[src/hw/uoesc_defs.vh]
// Summary of operation
// - clear-toggle write zeroes data toggle, reads zero
// - stall-sent set on STALL sent, software clears
// - send-stall held high answers STALL handshakes
// - send-stall ignored in isochronous mode
// - flush write discards oldest unread packet
// - flush moves read pointer to next packet, clears packet-ready if none left
// - flush bit self-clears when removal completes
// - overrun set, packet lost when FIFO full
// - overrun isochronous only, sticky until cleared
// - full at two packets double, one single
// - resume set while suspended, read clears
`ifndef UOESC_DEFS_VH
`define UOESC_DEFS_VH

// indirect register addresses
`define UOESC_ADDR_COMMON 6'h06
`define UOESC_ADDR_OUTCSR 6'h14
`define UOESC_ADDR_FIFO 6'h20

// common event register fields
`define UOESC_CM_SOF 3
`define UOESC_CM_RST 2
`define UOESC_CM_RSU 1
`define UOESC_CM_SUS 0

// out endpoint control low fields
`define UOESC_CS_CLR_TOG 7
`define UOESC_CS_STSENT 6
`define UOESC_CS_SEND_STALL 5
`define UOESC_CS_FLUSH 4
`define UOESC_CS_DERR 3
`define UOESC_CS_OVR 2
`define UOESC_CS_FULL 1
`define UOESC_CS_RDY 0

`define UOESC_RST_BYTE 8'h00

// handshake codes towards the serial engine
`define UOESC_HS_ACK 2'h1
`define UOESC_HS_NAK 2'h2
`define UOESC_HS_STALL 2'h3

// fifo geometry: two packets of up to 64 bytes
`define UOESC_FIFO_AW 7
`define UOESC_FIFO_DEPTH 128
`define UOESC_PKT_LW 7

`endif

[src/hw/uoesc_ctrl.v]
`timescale 1ns/10ps
`default_nettype none
`include "uoesc_defs.vh"

module uoesc_ctrl (
    input wire core_clk,
    input wire rst_b,
    // firmware indirect register port
    input wire [5:0] idx_addr,
    input wire idx_wr,
    input wire idx_rd,
    input wire [7:0] idx_wdata,
    output reg [7:0] idx_rdata,
    // bus event strobes from the serial engine
    input wire sof_evt,
    input wire bus_reset_evt,
    input wire resume_evt,
    input wire suspend_evt,
    input wire suspended,
    input wire suspend_det_en,
    // endpoint configuration
    input wire iso_mode,
    input wire double_buffer_enable,
    // received out data packet
    input wire rx_start,
    input wire rx_byte_vld,
    input wire [7:0] rx_byte,
    input wire rx_end,
    input wire rx_bad,
    input wire rx_pid_data1,
    // handshake answer
    output reg hs_vld,
    output reg [1:0] hs_code,
    output wire expected_toggle,
    output wire packet_ready_flag
);
    // flush sequencer states
    localparam FL_IDLE = 1'b0;
    localparam FL_BUSY = 1'b1;

    reg sof_flag_r, bus_reset_flag_r, resume_flag_r, suspend_flag_r;
    reg stall_sent_flag_r, send_stall_ctrl_r, data_error_flag_r;
    reg overrun_flag_r, toggle_r, drop_r, fl_state_r;
    wire [1:0] pkt_cnt;
    wire [7:0] fifo_rd_data;
    wire fifo_full_status;
    wire wr_cm, wr_cs, rd_cm, rd_fifo, stall_act, rx_ok;
    wire commit, abort, pop, sw_pop, fl_req;
    wire clr_stsent, clr_derr, clr_ovr;

    assign wr_cm = idx_wr && idx_addr == `UOESC_ADDR_COMMON;
    assign wr_cs = idx_wr && idx_addr == `UOESC_ADDR_OUTCSR;
    assign rd_cm = idx_rd && idx_addr == `UOESC_ADDR_COMMON;
    assign rd_fifo = idx_rd && idx_addr == `UOESC_ADDR_FIFO;

    assign fifo_full_status = double_buffer_enable ? (pkt_cnt == 2'h2)
                                                   : (pkt_cnt != 2'h0);
    assign packet_ready_flag = pkt_cnt != 2'h0;
    assign stall_act = send_stall_ctrl_r && !iso_mode;
    assign rx_ok = !rx_bad && (iso_mode || rx_pid_data1 == toggle_r);
    // a repeated packet with the wrong toggle is acked but not stored
    assign commit = rx_end && !drop_r && rx_ok && !stall_act;
    assign abort = rx_end && !commit;
    // software clears packet-ready by writing zero to it
    assign sw_pop = wr_cs && !idx_wdata[`UOESC_CS_RDY] && packet_ready_flag;
    assign fl_req = wr_cs && idx_wdata[`UOESC_CS_FLUSH];
    assign pop = sw_pop || fl_state_r == FL_BUSY;

    // software clears a sticky flag by writing zero to its bit
    assign clr_stsent = wr_cs && !idx_wdata[`UOESC_CS_STSENT];
    assign clr_derr = wr_cs && !idx_wdata[`UOESC_CS_DERR];
    assign clr_ovr = wr_cs && !idx_wdata[`UOESC_CS_OVR];

    uoesc_out_fifo u_fifo (
        .core_clk(core_clk),
        .rst_b(rst_b),
        .wr_vld(rx_byte_vld && !drop_r),
        .wr_data(rx_byte),
        .pkt_commit(commit),
        .pkt_abort(abort),
        .rd_byte(rd_fifo),
        .pop(pop),
        .rd_data(fifo_rd_data),
        .pkt_cnt(pkt_cnt)
    );

    assign expected_toggle = toggle_r;

    // common events: set wins over the clear caused by a read
    always @(posedge core_clk or negedge rst_b) begin
        if (!rst_b) begin
            sof_flag_r <= 1'b0;
            bus_reset_flag_r <= 1'b0;
            resume_flag_r <= 1'b0;
            suspend_flag_r <= 1'b0;
        end else begin
            sof_flag_r <= sof_evt | (sof_flag_r & !rd_cm);
            bus_reset_flag_r <= bus_reset_evt | (bus_reset_flag_r & !rd_cm);
            resume_flag_r <= (resume_evt & suspended)
                | (resume_flag_r & !rd_cm);
            suspend_flag_r <= (suspend_evt & suspend_det_en)
                | (suspend_flag_r & !rd_cm);
        end
    end

    // flush takes one cycle in the busy state, then the bit drops
    always @(posedge core_clk or negedge rst_b) begin
        if (!rst_b) begin
            fl_state_r <= FL_IDLE;
        end else begin
            case (fl_state_r)
                FL_IDLE: begin
                    if (fl_req && packet_ready_flag && !sw_pop)
                        fl_state_r <= FL_BUSY;
                end
                FL_BUSY: fl_state_r <= FL_IDLE;
                default: fl_state_r <= FL_IDLE;
            endcase
        end
    end

    // packet intake decision at rx start: full fifo drops the whole packet
    always @(posedge core_clk or negedge rst_b) begin
        if (!rst_b)
            drop_r <= 1'b0;
        else if (rx_start)
            drop_r <= fifo_full_status || stall_act;
    end

    // expected toggle: a clear request beats a flip in the same cycle
    always @(posedge core_clk or negedge rst_b) begin
        if (!rst_b)
            toggle_r <= 1'b0;
        else if (wr_cs && idx_wdata[`UOESC_CS_CLR_TOG])
            toggle_r <= 1'b0;
        else if (commit && !iso_mode)
            toggle_r <= ~toggle_r;
    end

    // send-stall is a plain level owned by software
    always @(posedge core_clk or negedge rst_b) begin
        if (!rst_b)
            send_stall_ctrl_r <= 1'b0;
        else if (wr_cs)
            send_stall_ctrl_r <= idx_wdata[`UOESC_CS_SEND_STALL];
    end

    // stall-sent: a stalled packet end sets it, set beats the clear
    always @(posedge core_clk or negedge rst_b) begin
        if (!rst_b)
            stall_sent_flag_r <= 1'b0;
        else
            stall_sent_flag_r <= (rx_end && stall_act)
                | (stall_sent_flag_r & !clr_stsent);
    end

    // data error only counts in isochronous mode
    always @(posedge core_clk or negedge rst_b) begin
        if (!rst_b)
            data_error_flag_r <= 1'b0;
        else
            data_error_flag_r <= (rx_end && iso_mode && rx_bad)
                | (data_error_flag_r & !clr_derr);
    end

    // overrun: an isochronous packet dropped for lack of room, sticky until cleared
    always @(posedge core_clk or negedge rst_b) begin
        if (!rst_b)
            overrun_flag_r <= 1'b0;
        else
            overrun_flag_r <= (rx_end && iso_mode && drop_r)
                | (overrun_flag_r & !clr_ovr);
    end

    // handshake pulse one cycle after packet end; iso gets none, a bad packet only a stall
    always @(posedge core_clk or negedge rst_b) begin
        if (!rst_b) begin
            hs_vld <= 1'b0;
            hs_code <= 2'h0;
        end else begin
            hs_vld <= rx_end && !iso_mode && (stall_act || !rx_bad);
            if (stall_act)
                hs_code <= `UOESC_HS_STALL;
            else if (drop_r)
                hs_code <= `UOESC_HS_NAK;
            else
                hs_code <= `UOESC_HS_ACK;
        end
    end

    // read field map; unlisted bits and addresses stay zero
    reg [7:0] rdata_nxt;
    always @* begin
        rdata_nxt = `UOESC_RST_BYTE;
        case (idx_addr)
            `UOESC_ADDR_COMMON: begin
                rdata_nxt[`UOESC_CM_SOF] = sof_flag_r;
                rdata_nxt[`UOESC_CM_RST] = bus_reset_flag_r;
                rdata_nxt[`UOESC_CM_RSU] = resume_flag_r;
                rdata_nxt[`UOESC_CM_SUS] = suspend_flag_r;
            end
            `UOESC_ADDR_OUTCSR: begin // clear-toggle bit left zero
                rdata_nxt[`UOESC_CS_STSENT] = stall_sent_flag_r;
                rdata_nxt[`UOESC_CS_SEND_STALL] = send_stall_ctrl_r;
                rdata_nxt[`UOESC_CS_FLUSH] = fl_state_r == FL_BUSY;
                rdata_nxt[`UOESC_CS_DERR] = data_error_flag_r;
                rdata_nxt[`UOESC_CS_OVR] = overrun_flag_r;
                rdata_nxt[`UOESC_CS_FULL] = fifo_full_status;
                rdata_nxt[`UOESC_CS_RDY] = packet_ready_flag;
            end
            `UOESC_ADDR_FIFO: rdata_nxt = fifo_rd_data;
            default: rdata_nxt = `UOESC_RST_BYTE;
        endcase
    end

    // read data, registered one cycle after the read strobe
    always @(posedge core_clk or negedge rst_b) begin
        if (!rst_b)
            idx_rdata <= `UOESC_RST_BYTE;
        else if (idx_rd)
            idx_rdata <= rdata_nxt;
    end
endmodule // uoesc_ctrl
`default_nettype wire

[src/hw/uoesc_out_fifo.v]
`timescale 1ns/10ps
`default_nettype none
`include "uoesc_defs.vh"

module uoesc_out_fifo (
    input wire core_clk,
    input wire rst_b,
    input wire wr_vld,
    input wire [7:0] wr_data,
    input wire pkt_commit,
    input wire pkt_abort,
    input wire rd_byte,
    input wire pop,
    output reg [7:0] rd_data,
    output wire [1:0] pkt_cnt
);
    reg [7:0] mem [0:`UOESC_FIFO_DEPTH-1];
    reg [`UOESC_FIFO_AW-1:0] wp_r, wstart_r, rp_r, head_r;
    reg [`UOESC_PKT_LW-1:0] len0_r, len1_r;
    reg [1:0] cnt_r;
    wire [`UOESC_PKT_LW-1:0] cur_len;

    assign pkt_cnt = cnt_r;
    assign cur_len = wp_r - wstart_r;

    // data store has no reset, pointers do
    always @(posedge core_clk) begin
        if (wr_vld)
            mem[wp_r] <= wr_data;
    end

    // byte at the read pointer shows at once so a register read can take it
    always @* begin
        rd_data = mem[rp_r];
    end

    // an aborted packet rewinds so a bad frame never reaches software
    always @(posedge core_clk or negedge rst_b) begin
        if (!rst_b) begin
            wp_r <= 7'h00;
            wstart_r <= 7'h00;
            rp_r <= 7'h00;
            head_r <= 7'h00;
            len0_r <= 7'h00;
            len1_r <= 7'h00;
            cnt_r <= 2'h0;
        end else begin
            if (wr_vld)
                wp_r <= wp_r + 7'h01;
            if (pkt_abort)
                wp_r <= wstart_r;
            else if (pkt_commit)
                wstart_r <= wp_r;
            // popping moves head and read pointer to next packet start
            if (pop && cnt_r != 2'h0) begin
                head_r <= head_r + len0_r;
                rp_r <= head_r + len0_r;
                len0_r <= (pkt_commit && cnt_r == 2'h1) ? cur_len : len1_r;
            end else if (rd_byte) begin
                rp_r <= rp_r + 7'h01;
            end
            if (pkt_commit && !(pop && cnt_r != 2'h0)) begin
                if (cnt_r == 2'h0)
                    len0_r <= cur_len;
                else
                    len1_r <= cur_len;
            end
            case ({pkt_commit, pop && cnt_r != 2'h0})
                2'b10: cnt_r <= cnt_r + 2'h1;
                2'b01: cnt_r <= cnt_r - 2'h1;
                default: cnt_r <= cnt_r;
            endcase
        end
    end
endmodule // uoesc_out_fifo
`default_nettype wire

[config.mk]
export PLATFORM = sky130hd
export DESIGN_NAME = uoesc_ctrl
export DESIGN_NICKNAME = d
export VERILOG_FILES = /design/src/hw/uoesc_ctrl.v /design/src/hw/uoesc_out_fifo.v
export VERILOG_INCLUDE_DIRS = /design/src /design/src/hw
export SDC_FILE = /design/constraint.sdc
export NUM_CORES = 1
export LEC_CHECK = 0
export ABC_AREA = 1
export BUFFER_PORTS_ARGS = -buffer_cell sky130_fd_sc_hd__buf_4
export CORE_MARGIN = 1
export CORE_UTILIZATION = 47
export CTS_BUF_LIST = sky130_fd_sc_hd__clkbuf_8
export CTS_CLUSTER_DIAMETER = 80
export CTS_CLUSTER_SIZE = 24
export DETAILED_ROUTE_END_ITERATION = 16
export PLACE_DENSITY = 0.61
export SYNTH_ARGS = -nofsm -noshare
export SYNTH_HDL_FRONTEND = slang
export SYNTH_HIERARCHICAL = 1
export SYNTH_SLANG_ARGS = --single-unit
[constraint.sdc]
create_clock -name core_clk -period 3.45 [get_ports core_clk]
set_clock_uncertainty 0.1 [all_clocks]
set_input_delay 0.8625 -clock core_clk [delete_from_list [all_inputs] [get_ports core_clk]]
set_output_delay 0.8625 -clock core_clk [all_outputs]
set_load 0.005 [all_outputs]
# Yosys cells after proc, flatten, opt, wreduce, memory -nomap -nowiden
# Memory sizes are Yosys's and may differ from the RTL's.
# Index checks and enable logic that the tools add are counted.
# Widths: inputs -> output; s select.
[word_totals] reg_bits=66 inputBits=39 ram_bits=1024 out_inout_bits=13 n_memories=1
[memory_table] memory="u_fifo.mem" depth=128 width=8 read_ports=1 rd_ports_with_merged_regs=0 wr=1 line_no="uoesc_out_fifo.v:17" source="reg [7:0] mem [0:`UOESC_FIFO_DEPTH-1];"
[classes] reduce_logical=56 eq_ne=8 muxes=21 addsub=6 n_bitwise=20
[op_table] operator="$mux 7" count=8
[op_table] operator="$logic_and 1x1->1" count=29
[op_table] operator="$logic_not 1->1" count=15
[op_table] operator="$add 7x1->7 const B" count=2
[op_table] operator="$pmux 4 s3" count=1
[op_table] operator="$reduce_bool 2->1" count=5
[op_table] operator="$and 1x1->1" count=9
[op_table] operator="$add 7x7->7" count=1
[op_table] operator="$mux 1" count=7
[op_table] operator="$or 1x1->1" count=7
[op_table] operator="$sub 7x7->7" count=1
[op_table] operator="$eq 6x3->1 const B" count=1
[op_table] operator="$eq 6x5->1 const B" count=1
[op_table] operator="$eq 6x6->1 const B" count=1
[op_table] operator="$pmux 3 s2" count=1
[op_table] operator="$eq 2x1->1 const B" count=2
[op_table] operator="$eq 2x2->1 const B" count=2
[op_table] operator="$logic_or 1x1->1" count=4
[op_table] operator="$mux 2" count=2
[op_table] operator="$not 1->1" count=4
[op_table] operator="$pmux 2 s2" count=1
[op_table] operator="$reduce_and 2->1" count=2
[op_table] operator="$add 2x1->2 const B" count=1
[op_table] operator="$logic_not 2->1" count=1
[op_table] operator="3 further kinds" count=3

# Longest topological paths before layout
# Gate-level depths: netlist of run 1.
[depth] word_depth=10 depth_mapped=21 depth_no_buf=17

# Hierarchy
# The synthesis of run 1 kept the hierarchy.
[by_module_without_submodules] mod="uoesc_out_fifo" seq_area_each_um2=31850.5 area_each_um2=45907.8 cells_each=4444 instances=1
[by_module_without_submodules] mod="uoesc_ctrl" seq_area_each_um2=550.5 area_each_um2=1154.9 cells_each=153 instances=1

# Worst setup path after synthesis of run 1
# OpenSTA, ideal clock, no wires.
[synth_timing] path_type="input to register" from="input rx_byte_vld" to="memory u_fifo.mem[105][0], enable pin" arrival_ns=2.067 stages=6 path_slack_ns=0.912 n_path_buf=2 path_cell_list="inv_1 nor2_1 buf_1 nand2_1 clkbuf_1 nor2_1"
[synth_between] elab_chain_cells=3
[synth_rtl] item="from (decl)" line_no="uoesc_ctrl.v:26" source="input wire rx_byte_vld,"
[synth_rtl] item="$logic_and 1x1->1" line_no="uoesc_ctrl.v:77" source=".wr_vld(rx_byte_vld && !drop_r),"
[synth_rtl] item="$mux 1" line_no="uoesc_out_fifo.v:28" source="if (wr_vld)"
[synth_rtl] item="$mux 1 (not written as such)" line_no="uoesc_out_fifo.v:29" source="mem[wp_r] <= wr_data;"
[synth_rtl] item="to (decl)" line_no="uoesc_out_fifo.v:17"
# No other way between the ends.

# Worst setup path after layout of run 1
[layout_timing] from="register u_fifo.rp_r[0]" to="register idx_rdata[1]"
[layout_between] elab_chain_cells=2
[layout_rtl] item="from (decl)" line_no="uoesc_out_fifo.v:18" source="reg [`UOESC_FIFO_AW-1:0] wp_r, wstart_r, rp_r, head_r;"
[layout_rtl] item="from (signal assigned)" line_no="uoesc_out_fifo.v:57" source="rp_r <= head_r + len0_r;"
[layout_rtl] item="from (signal assigned)" line_no="uoesc_out_fifo.v:60" source="rp_r <= rp_r + 7'h01;"
[layout_rtl] item="$mem_v2 128x8"
[layout_rtl] item="via fifo_rd_data[1]" line_no="uoesc_ctrl.v:45" source="wire [7:0] fifo_rd_data;"
[layout_rtl] item="$pmux 4 s3" line_no="uoesc_ctrl.v:195" source="case (idx_addr)"
[layout_rtl] item="to (signal assigned)" line_no="uoesc_ctrl.v:219" source="idx_rdata <= `UOESC_RST_BYTE;"
[layout_rtl] item="to (signal assigned)" line_no="uoesc_ctrl.v:221" source="idx_rdata <= rdata_nxt;"
[layout_rtl] item="to (decl)" line_no="uoesc_ctrl.v:13" source="output reg [7:0] idx_rdata,"
# The timed path passes the listed nets, and every way through them passes these cells.
# A chain may end at the register's enable or synchronous reset.

==> impl_metrics.py, run 1 <==
metrics = {
    "status": {
        "outcome": "completed",
    },
    "logic_synthesis": {
        "synthesis.area_mm2": 0.0471,
        "yosys_register_bits": 1090,
        "netlist_top_cells_area": "edfxtp_1 (65%), nand2_1 (11%), nor2_1 (5.0%), nand3_1 (4.8%), dfrtp_1 (3.5%)",
        "yosysTopAreaCell": "edfxtp_1",
        "synth_top_area_share_pct": 65.3,
        "yosysSeqAreaShare_pct": 68.8,
        "synth_cell_types": 38,
        "syn_inst": 4597,
        "syn_avg_cell_area_um2": 10.2,
        "synth_fp_nets": 4656,
        "yosysWarnings": 6,
    },
    "critical_path": {
        "startpoint_type": "flop",
        "cp-end-kind": "flop",
        "crit_path_frequent_cell": "nand2_1",
        "required_ps": 4080,
        "r2r_start": "u_fifo/rp_r[0]",
        "cp_top_family": "simple AND/OR/NAND/NOR gates",
        "critPathArrivalTime_ps": 3750,
        "cp_slowest_cell": "dfrtp_4",
        "crit_type": "flop to flop",
        "cp_max_fo": 30,
        "slowest_delay_ps": 660,
        "crit_path_cell_trace": "buf_4, buf_4, nand2_1, nand2_1, nand2_1, nand3_1, nand3_1, nand2_1, nand2_1, nor2_1, nor2_1, nor2_1, nand4_1, nand3_1, nand2_1, nand2_1",
        "crit_start": "u_fifo/rp_r[0]",
        "path_buf_inv": 2,
    },
    "final_layout": {
        "multi_input_area_mm2": 0.0120,
        "drive_gt1_share_pct": 7.07,
        "nets": 4725,
        "final_area_mm2": 0.0510,
        "seq_area_mm2": 0.0324,
        "final_util_pct": 51.5,
        "syn_to_final_growth_pct": 8.27,
        "fill_cells": 8695,
    },
    "power_and_ir_drop": {
        "power_density_mw_per_mm2": 626,
        "leakage_nw": 20.3,
        "peakVddDrop_mv": 0.579,
    },
    "clock_tree": {
        "cts_resized": 0,
        "postCtsHoldBufs": 0,
        "cts_tree": "yes",
        "htreeDepth": 2,
        "cts-root-buf": "clkbuf_8",
        "clock_sinks": 1090,
        "clk_pin_slew_worst_paths_ps": 150,
        "postCtsSetupBuffers": 0,
        "worstSkewPairLatency_ps": 800,
        "cts_buffer_depth": 3,
        "cts_buffers": 54,
    },
    "global_route": {
        "grt_use_total_pct": 23.7,
        "grt_start_max_net_pins": 129,
        "grt_pass1_wl_um": 182000,
        "grt.met2_usage_pct": 38.1,
        "grtUsageMet3_pct": 3.36,
        "overflow": 0,
        "top_usage_layer": "met2",
        "use_met1_pct": 33.6,
        "grt_pass1_vias": 29466,
        "antenna_found_initial": 2,
    },
    "placement": {
        "dp_hpwl_um": 73200,
        "globalplace.congestion": 0.859,
        "place_area_mm2": 0.0499,
        "port_buffers": 50,
    },
    "floorplanning": {
        "core_area_mm2": 0.0989,
        "io_pins": 52,
        "rows": 115,
        "start_util_pct": 47.6,
        "die_h_um": 318,
        "die_x_um": 318,
        "dieArea_mm2": 0.101,
    },
    "detailed_routing": {
        "ant_nets": 0,
        "wl_per_cell_um": 20.2,
        "drc": 0,
        "drt_first_pass_iters": 6,
        "via_per_inst": 5.27,
        "first_iter_violations": 2959,
        "via_count": 31557,
        "routed_wl_um": 121000,
    },
    "min_path": {
        "hold_path_class": "input port to asynchronous set/reset pin",
    },
    "sta": {
        "tightest_slew_ps": 870,
        "fin_tns_setup_ps": 0,
        "fmax_mhz": 321,
        "post-route-min-period_ps": 3120,
        "rsz0062_at_grt": "false",
        "drv_slew": 0,
        "hold_viol": 0,
        "slew-limit-headroom_pct": 42.0,
        "finalCritPeriodShare_pct": 90.3,
        "setup-violations-final": 0,
    },
    "job": {
        "cap_viol_max_count": 0,
    },
}
placed cells by master, fill, tap and decap left out, drive strengths merged, types with 4 or more instances in the layout:
cell,synthesis,layout
o221ai,5,5
nand3,454,454
clkinv,5,11
nor3,7,7
a21oi,34,34
inv,440,461
xor2,6,6
nand4,8,8
a22oi,4,4
ha,18,18
clkbuf,90,57
buf,138,241
dfrtp,66,66
o21ai,229,229
nand2,1411,1411
xnor2,6,6
a31oi,6,6
edfxtp,1024,1024
nor2,633,633
metrics by stage:
stage | hold slack, ps | setup WS (ps) | total power [mW] | std cells
floorplan | 346 | 912 | 22.4 | 4597
global placement | 367 | 396 | 26.3 | 5897
detailed placement | 372 | 407 | 26.4 | 5897
CTS | 28.0 | 351 | 32.0 | 5985
global route | 92.2 | 144 | 33.7 | 5986
finish | 67.5 | 334 | 31.9 | 5988
cells in the mapped netlist:
library cell,number
nand2_1,1407
edfxtp_1,1024
nor2_1,627
nand3_1,453
inv_1,436
o21ai_0,213
clkbuf_1,90
buf_2,72
dfrtp_1,66
buf_1,46
a21oi_1,34
ha_1,18
o21ai_1,16
buf_4,15
nand4_1,8
nor3_1,7
a31oi_1,6
xnor2_1,6
xor2_1,6
buf_6,5
clkinv_1,5
o221ai_1,5
a22oi_1,4
nand2_2,4
inv_2,3
nor2_2,3
nor2_4,3
o22ai_1,3
fa_1,2
o21bai_1,2
a221oi_1,1
and3_1,1
inv_4,1
nand3_2,1
nand3b_1,1
o211ai_1,1
or2_1,1
or2_2,1
per-layer routing:
layer,routed length [um],up-vias,part of all wire (%)
li1,-,15163,-
met1,52300,15242,43
met2,56600,981,47
met3,8250,169,6.8
met4,3740,2,3.1
met5,9,-,0.0074
cell type report:
class                      instances  area share [%]
inverter                         445            3.32
tap                             1287            3.16
sequential                      1090            63.6
timing repair buffer             241            4.39
antenna                            3          0.0147
clock inverter                    31           0.501
multi-input combinational       2834            23.5
clock buffer                      57            1.54
cell families (layout without fill, tap and decap cells):
logic type	Yosys count	in the layout	synth area share, %
compound gates	285	285	3.14
xor+xnor	12	12	0.223
flops	1090	1090	68.8
simple gates	2517	2517	21.5
buf+inv	673	774	5.76
fa+ha+maj	20	20	0.564
other cells	0	3	0
state kept, by name, summed over array words and instances, names as in the netlist:
register / flops
idx_rdata: 8
u_fifo/rp_r: 7
stall_sent_flag_r: 1
fl_state_r: 1
u_fifo/wp_r: 7
hs_code: 2
send_stall_ctrl_r: 1
bus_reset_flag_r: 1
u_fifo/head_r: 7
hs_vld: 1
u_fifo/len0_r: 7
overrun_flag_r: 1
u_fifo/mem: 1024
suspend_flag_r: 1
u_fifo/len1_r: 7
u_fifo/pkt_cnt: 2
drop_r: 1
data_error_flag_r: 1
u_fifo/wstart_r: 7
sof_flag_r: 1
expected_toggle: 1
resume_flag_r: 1
report_power, final:
group / switching (mW) / internal [mW]
logic: 7.72 / 3.34
registers: 0.296 / 14.8
clock network: 3.96 / 1.80
worst paths after layout:
kind                       depth (start not counted)                 end  slack [ps]
max reg2reg                                       16        idx_rdata[1]         330
max                                               16        idx_rdata[1]         330
min                                                1  u_fifo/wstart_r[0]          70
min in group core_clk                              3       resume_flag_r         160
min reg2reg                                        2    u_fifo/len1_r[4]         400
max in group asynchronous                          1      u_fifo/rp_r[1]        2530
Power figures use the tool's default switching activity.
==> run 2: changes to the inputs <==
CORE_MARGIN = 4   (was 1)
CORE_UTILIZATION = 50   (was 47)
PLACE_DENSITY = 0.64   (was 0.61)
==> impl_metrics.py, run 2 (synthesized netlist as in run 1, its figures left out) <==
metrics = {
    "final_layout": {
        "fill_cells": 8121,
        "seq_area_mm2": 0.0324,
        "nets": 4761,
        "final_area_mm2": 0.0512,
        "final_common_cell": "nand2_1",
        "fin_cells": 5990,
        "largest_reg_flops": 1024,
        "final_util_pct": 54.9,
        "top_regs": "u_fifo/mem (1024), idx_rdata (8)",
        "syn_to_final_growth_pct": 8.84,
        "final_cell_mix": "nand2_1 (1407), edfxtp_1 (1024), nor2_1 (626)",
        "multi_input_area_mm2": 0.0120,
        "regMostFlops": "u_fifo/mem",
        "drive_gt1_share_pct": 7.79,
    },
    "placement": {
        "place_inst": 5900,
        "place_area_mm2": 0.0502,
        "dp_hpwl_um": 73100,
        "globalplace.congestion": 0.947,
        "port_buffers": 50,
    },
    "critical_path": {
        "cp_slowest_cell": "dfrtp_4",
        "crit_path_frequent_cell": "nand2_1",
        "path_buf_inv": 2,
        "cp_max_fo": 73,
        "crit_path_cell_trace": "buf_12, buf_4, nand2_1, nand2_1, nand2_1, nand3_1, nand2_1, nor2_1, nor2_1, nor2_1, nor2_1, nor2_1, nand2_1, nand2_1",
        "startpoint_type": "flop",
        "cp-end-kind": "flop",
        "required_ps": 4050,
        "cp_top_family": "simple AND/OR/NAND/NOR gates",
        "crit_type": "flop to flop",
        "critPathArrivalTime_ps": 3760,
        "slowest_delay_ps": 550,
    },
    "clock_tree": {
        "cts_buffer_depth": 3,
        "worstSkewPairLatency_ps": 760,
        "clk_pin_slew_worst_paths_ps": 150,
        "cts_resized": 0,
        "postCtsSetupBuffers": 0,
        "clock_sinks": 1090,
        "cts-root-buf": "clkbuf_8",
        "htreeDepth": 2,
        "cts_buffers": 54,
        "postCtsHoldBufs": 0,
        "cts_tree": "yes",
    },
    "power_and_ir_drop": {
        "peakVddDrop_mv": 0.629,
        "leakage_nw": 20.5,
        "power_density_mw_per_mm2": 626,
    },
    "detailed_routing": {
        "via_per_inst": 5.31,
        "drt_first_pass_iters": 6,
        "routed_wl_um": 117000,
        "wl_per_cell_um": 19.6,
        "drc": 0,
        "first_iter_violations": 3444,
        "via_count": 31799,
        "ant_nets": 0,
    },
    "sta": {
        "drv_slew": 0,
        "setup-violations-final": 0,
        "post-route-min-period_ps": 3160,
        "rsz0062_at_grt": "false",
        "fin_tns_setup_ps": 0,
        "hold_viol": 0,
        "tightest_slew_ps": 888,
        "finalCritPeriodShare_pct": 91.5,
        "fmax_mhz": 317,
        "slew-limit-headroom_pct": 40.8,
        "holdWs_ps": 91.7,
    },
    "global_route": {
        "grt_use_total_pct": 23.6,
        "grt_start_max_net_pins": 107,
        "antenna_found_initial": 2,
        "grt_pass1_wl_um": 179000,
        "grt_pass1_vias": 30016,
        "overflow": 0,
    },
    "status": {
        "outcome": "completed",
    },
    "floorplanning": {
        "dieArea_mm2": 0.0991,
        "die_x_um": 315,
        "start_util_pct": 50.4,
        "core_area_mm2": 0.0933,
        "die_h_um": 315,
        "rows": 112,
        "io_pins": 52,
    },
    "job": {
        "cap_viol_max_count": 0,
    },
    "min_path": {
        "hold_path_class": "input port to asynchronous set/reset pin",
    },
}
## run 2: cell count changes in the layout (fill, tap and decap cells not counted), sizes merged
cell | before | now
bufinv | 3 | 2
clkinv | 11 | 10
clkbuf | 57 | 58
clkinvlp | 1 | 2
buf | 241 | 277
diode | 3 | 2
## run 2: power breakdown
group	internal [mW]	leakage [nW]	switching (mW)	total (mW)
clock network	1.75	0.574	3.91	5.66
logic	3.45	9.89	7.85	11.3
registers	14.8	10.0	0.323	15.1
total	20.0	20.5	12.1	32.0
## run 2: layer usage
layer  GRT usage, %  routed length (um)  vias up
li1               -                   -    15246
met1           33.8               50300    15293
met2           37.4               54200     1072
met3           2.85                8520      188
met4           8.48                4450        0
met5              0                   0        -
## run 2: final timing paths
kind | startpoint | end | slack (ps) | depth (start not counted)
hold / removal | rst_b | u_fifo/rp_r[3] | 90 | 1
hold reg to reg | u_fifo/len1_r[4] | u_fifo/len1_r[4] | 400 | 2
setup / recovery | u_fifo/rp_r[0] | idx_rdata[7] | 290 | 14
max in group asynchronous | rst_b | u_fifo/rp_r[0] | 2510 | 1
min in group core_clk | rx_start | drop_r | 190 | 2
setup reg to reg | u_fifo/rp_r[0] | idx_rdata[7] | 290 | 14
## run 2: stage by stage
step | power [mW] | setup WS, ps
2_1_floorplan | 22.4 | 912
3_3_place_gp | 26.5 | 425
3_5_place_dp | 26.6 | 424
4_1_cts | 32.1 | 396
5_1_grt | 33.9 | 195
6_report | 32.0 | 292
## run 2: final cells by class
type                       instances  area share, %
multi-input combinational       2834           23.3
clock buffer                      58           1.56
tap                             1254           3.06
sequential                      1090           63.3
clock inverter                    30          0.427
timing repair buffer             277           5.01
inverter                         445           3.31
antenna                            2        0.00977
## run 2: worst register-to-register path: stages, from the launching register on
cell     delay (ps)
dfrtp_4         550
buf_12          360
buf_4           400
nand2_1          80
nand2_1          70
nand2_1          50
nand3_1          90
nand2_1          50
nor2_1          310
nor2_1          130
nor2_1          260
nor2_1           90
nor2_1          320
nand2_1         150
nand2_1          80
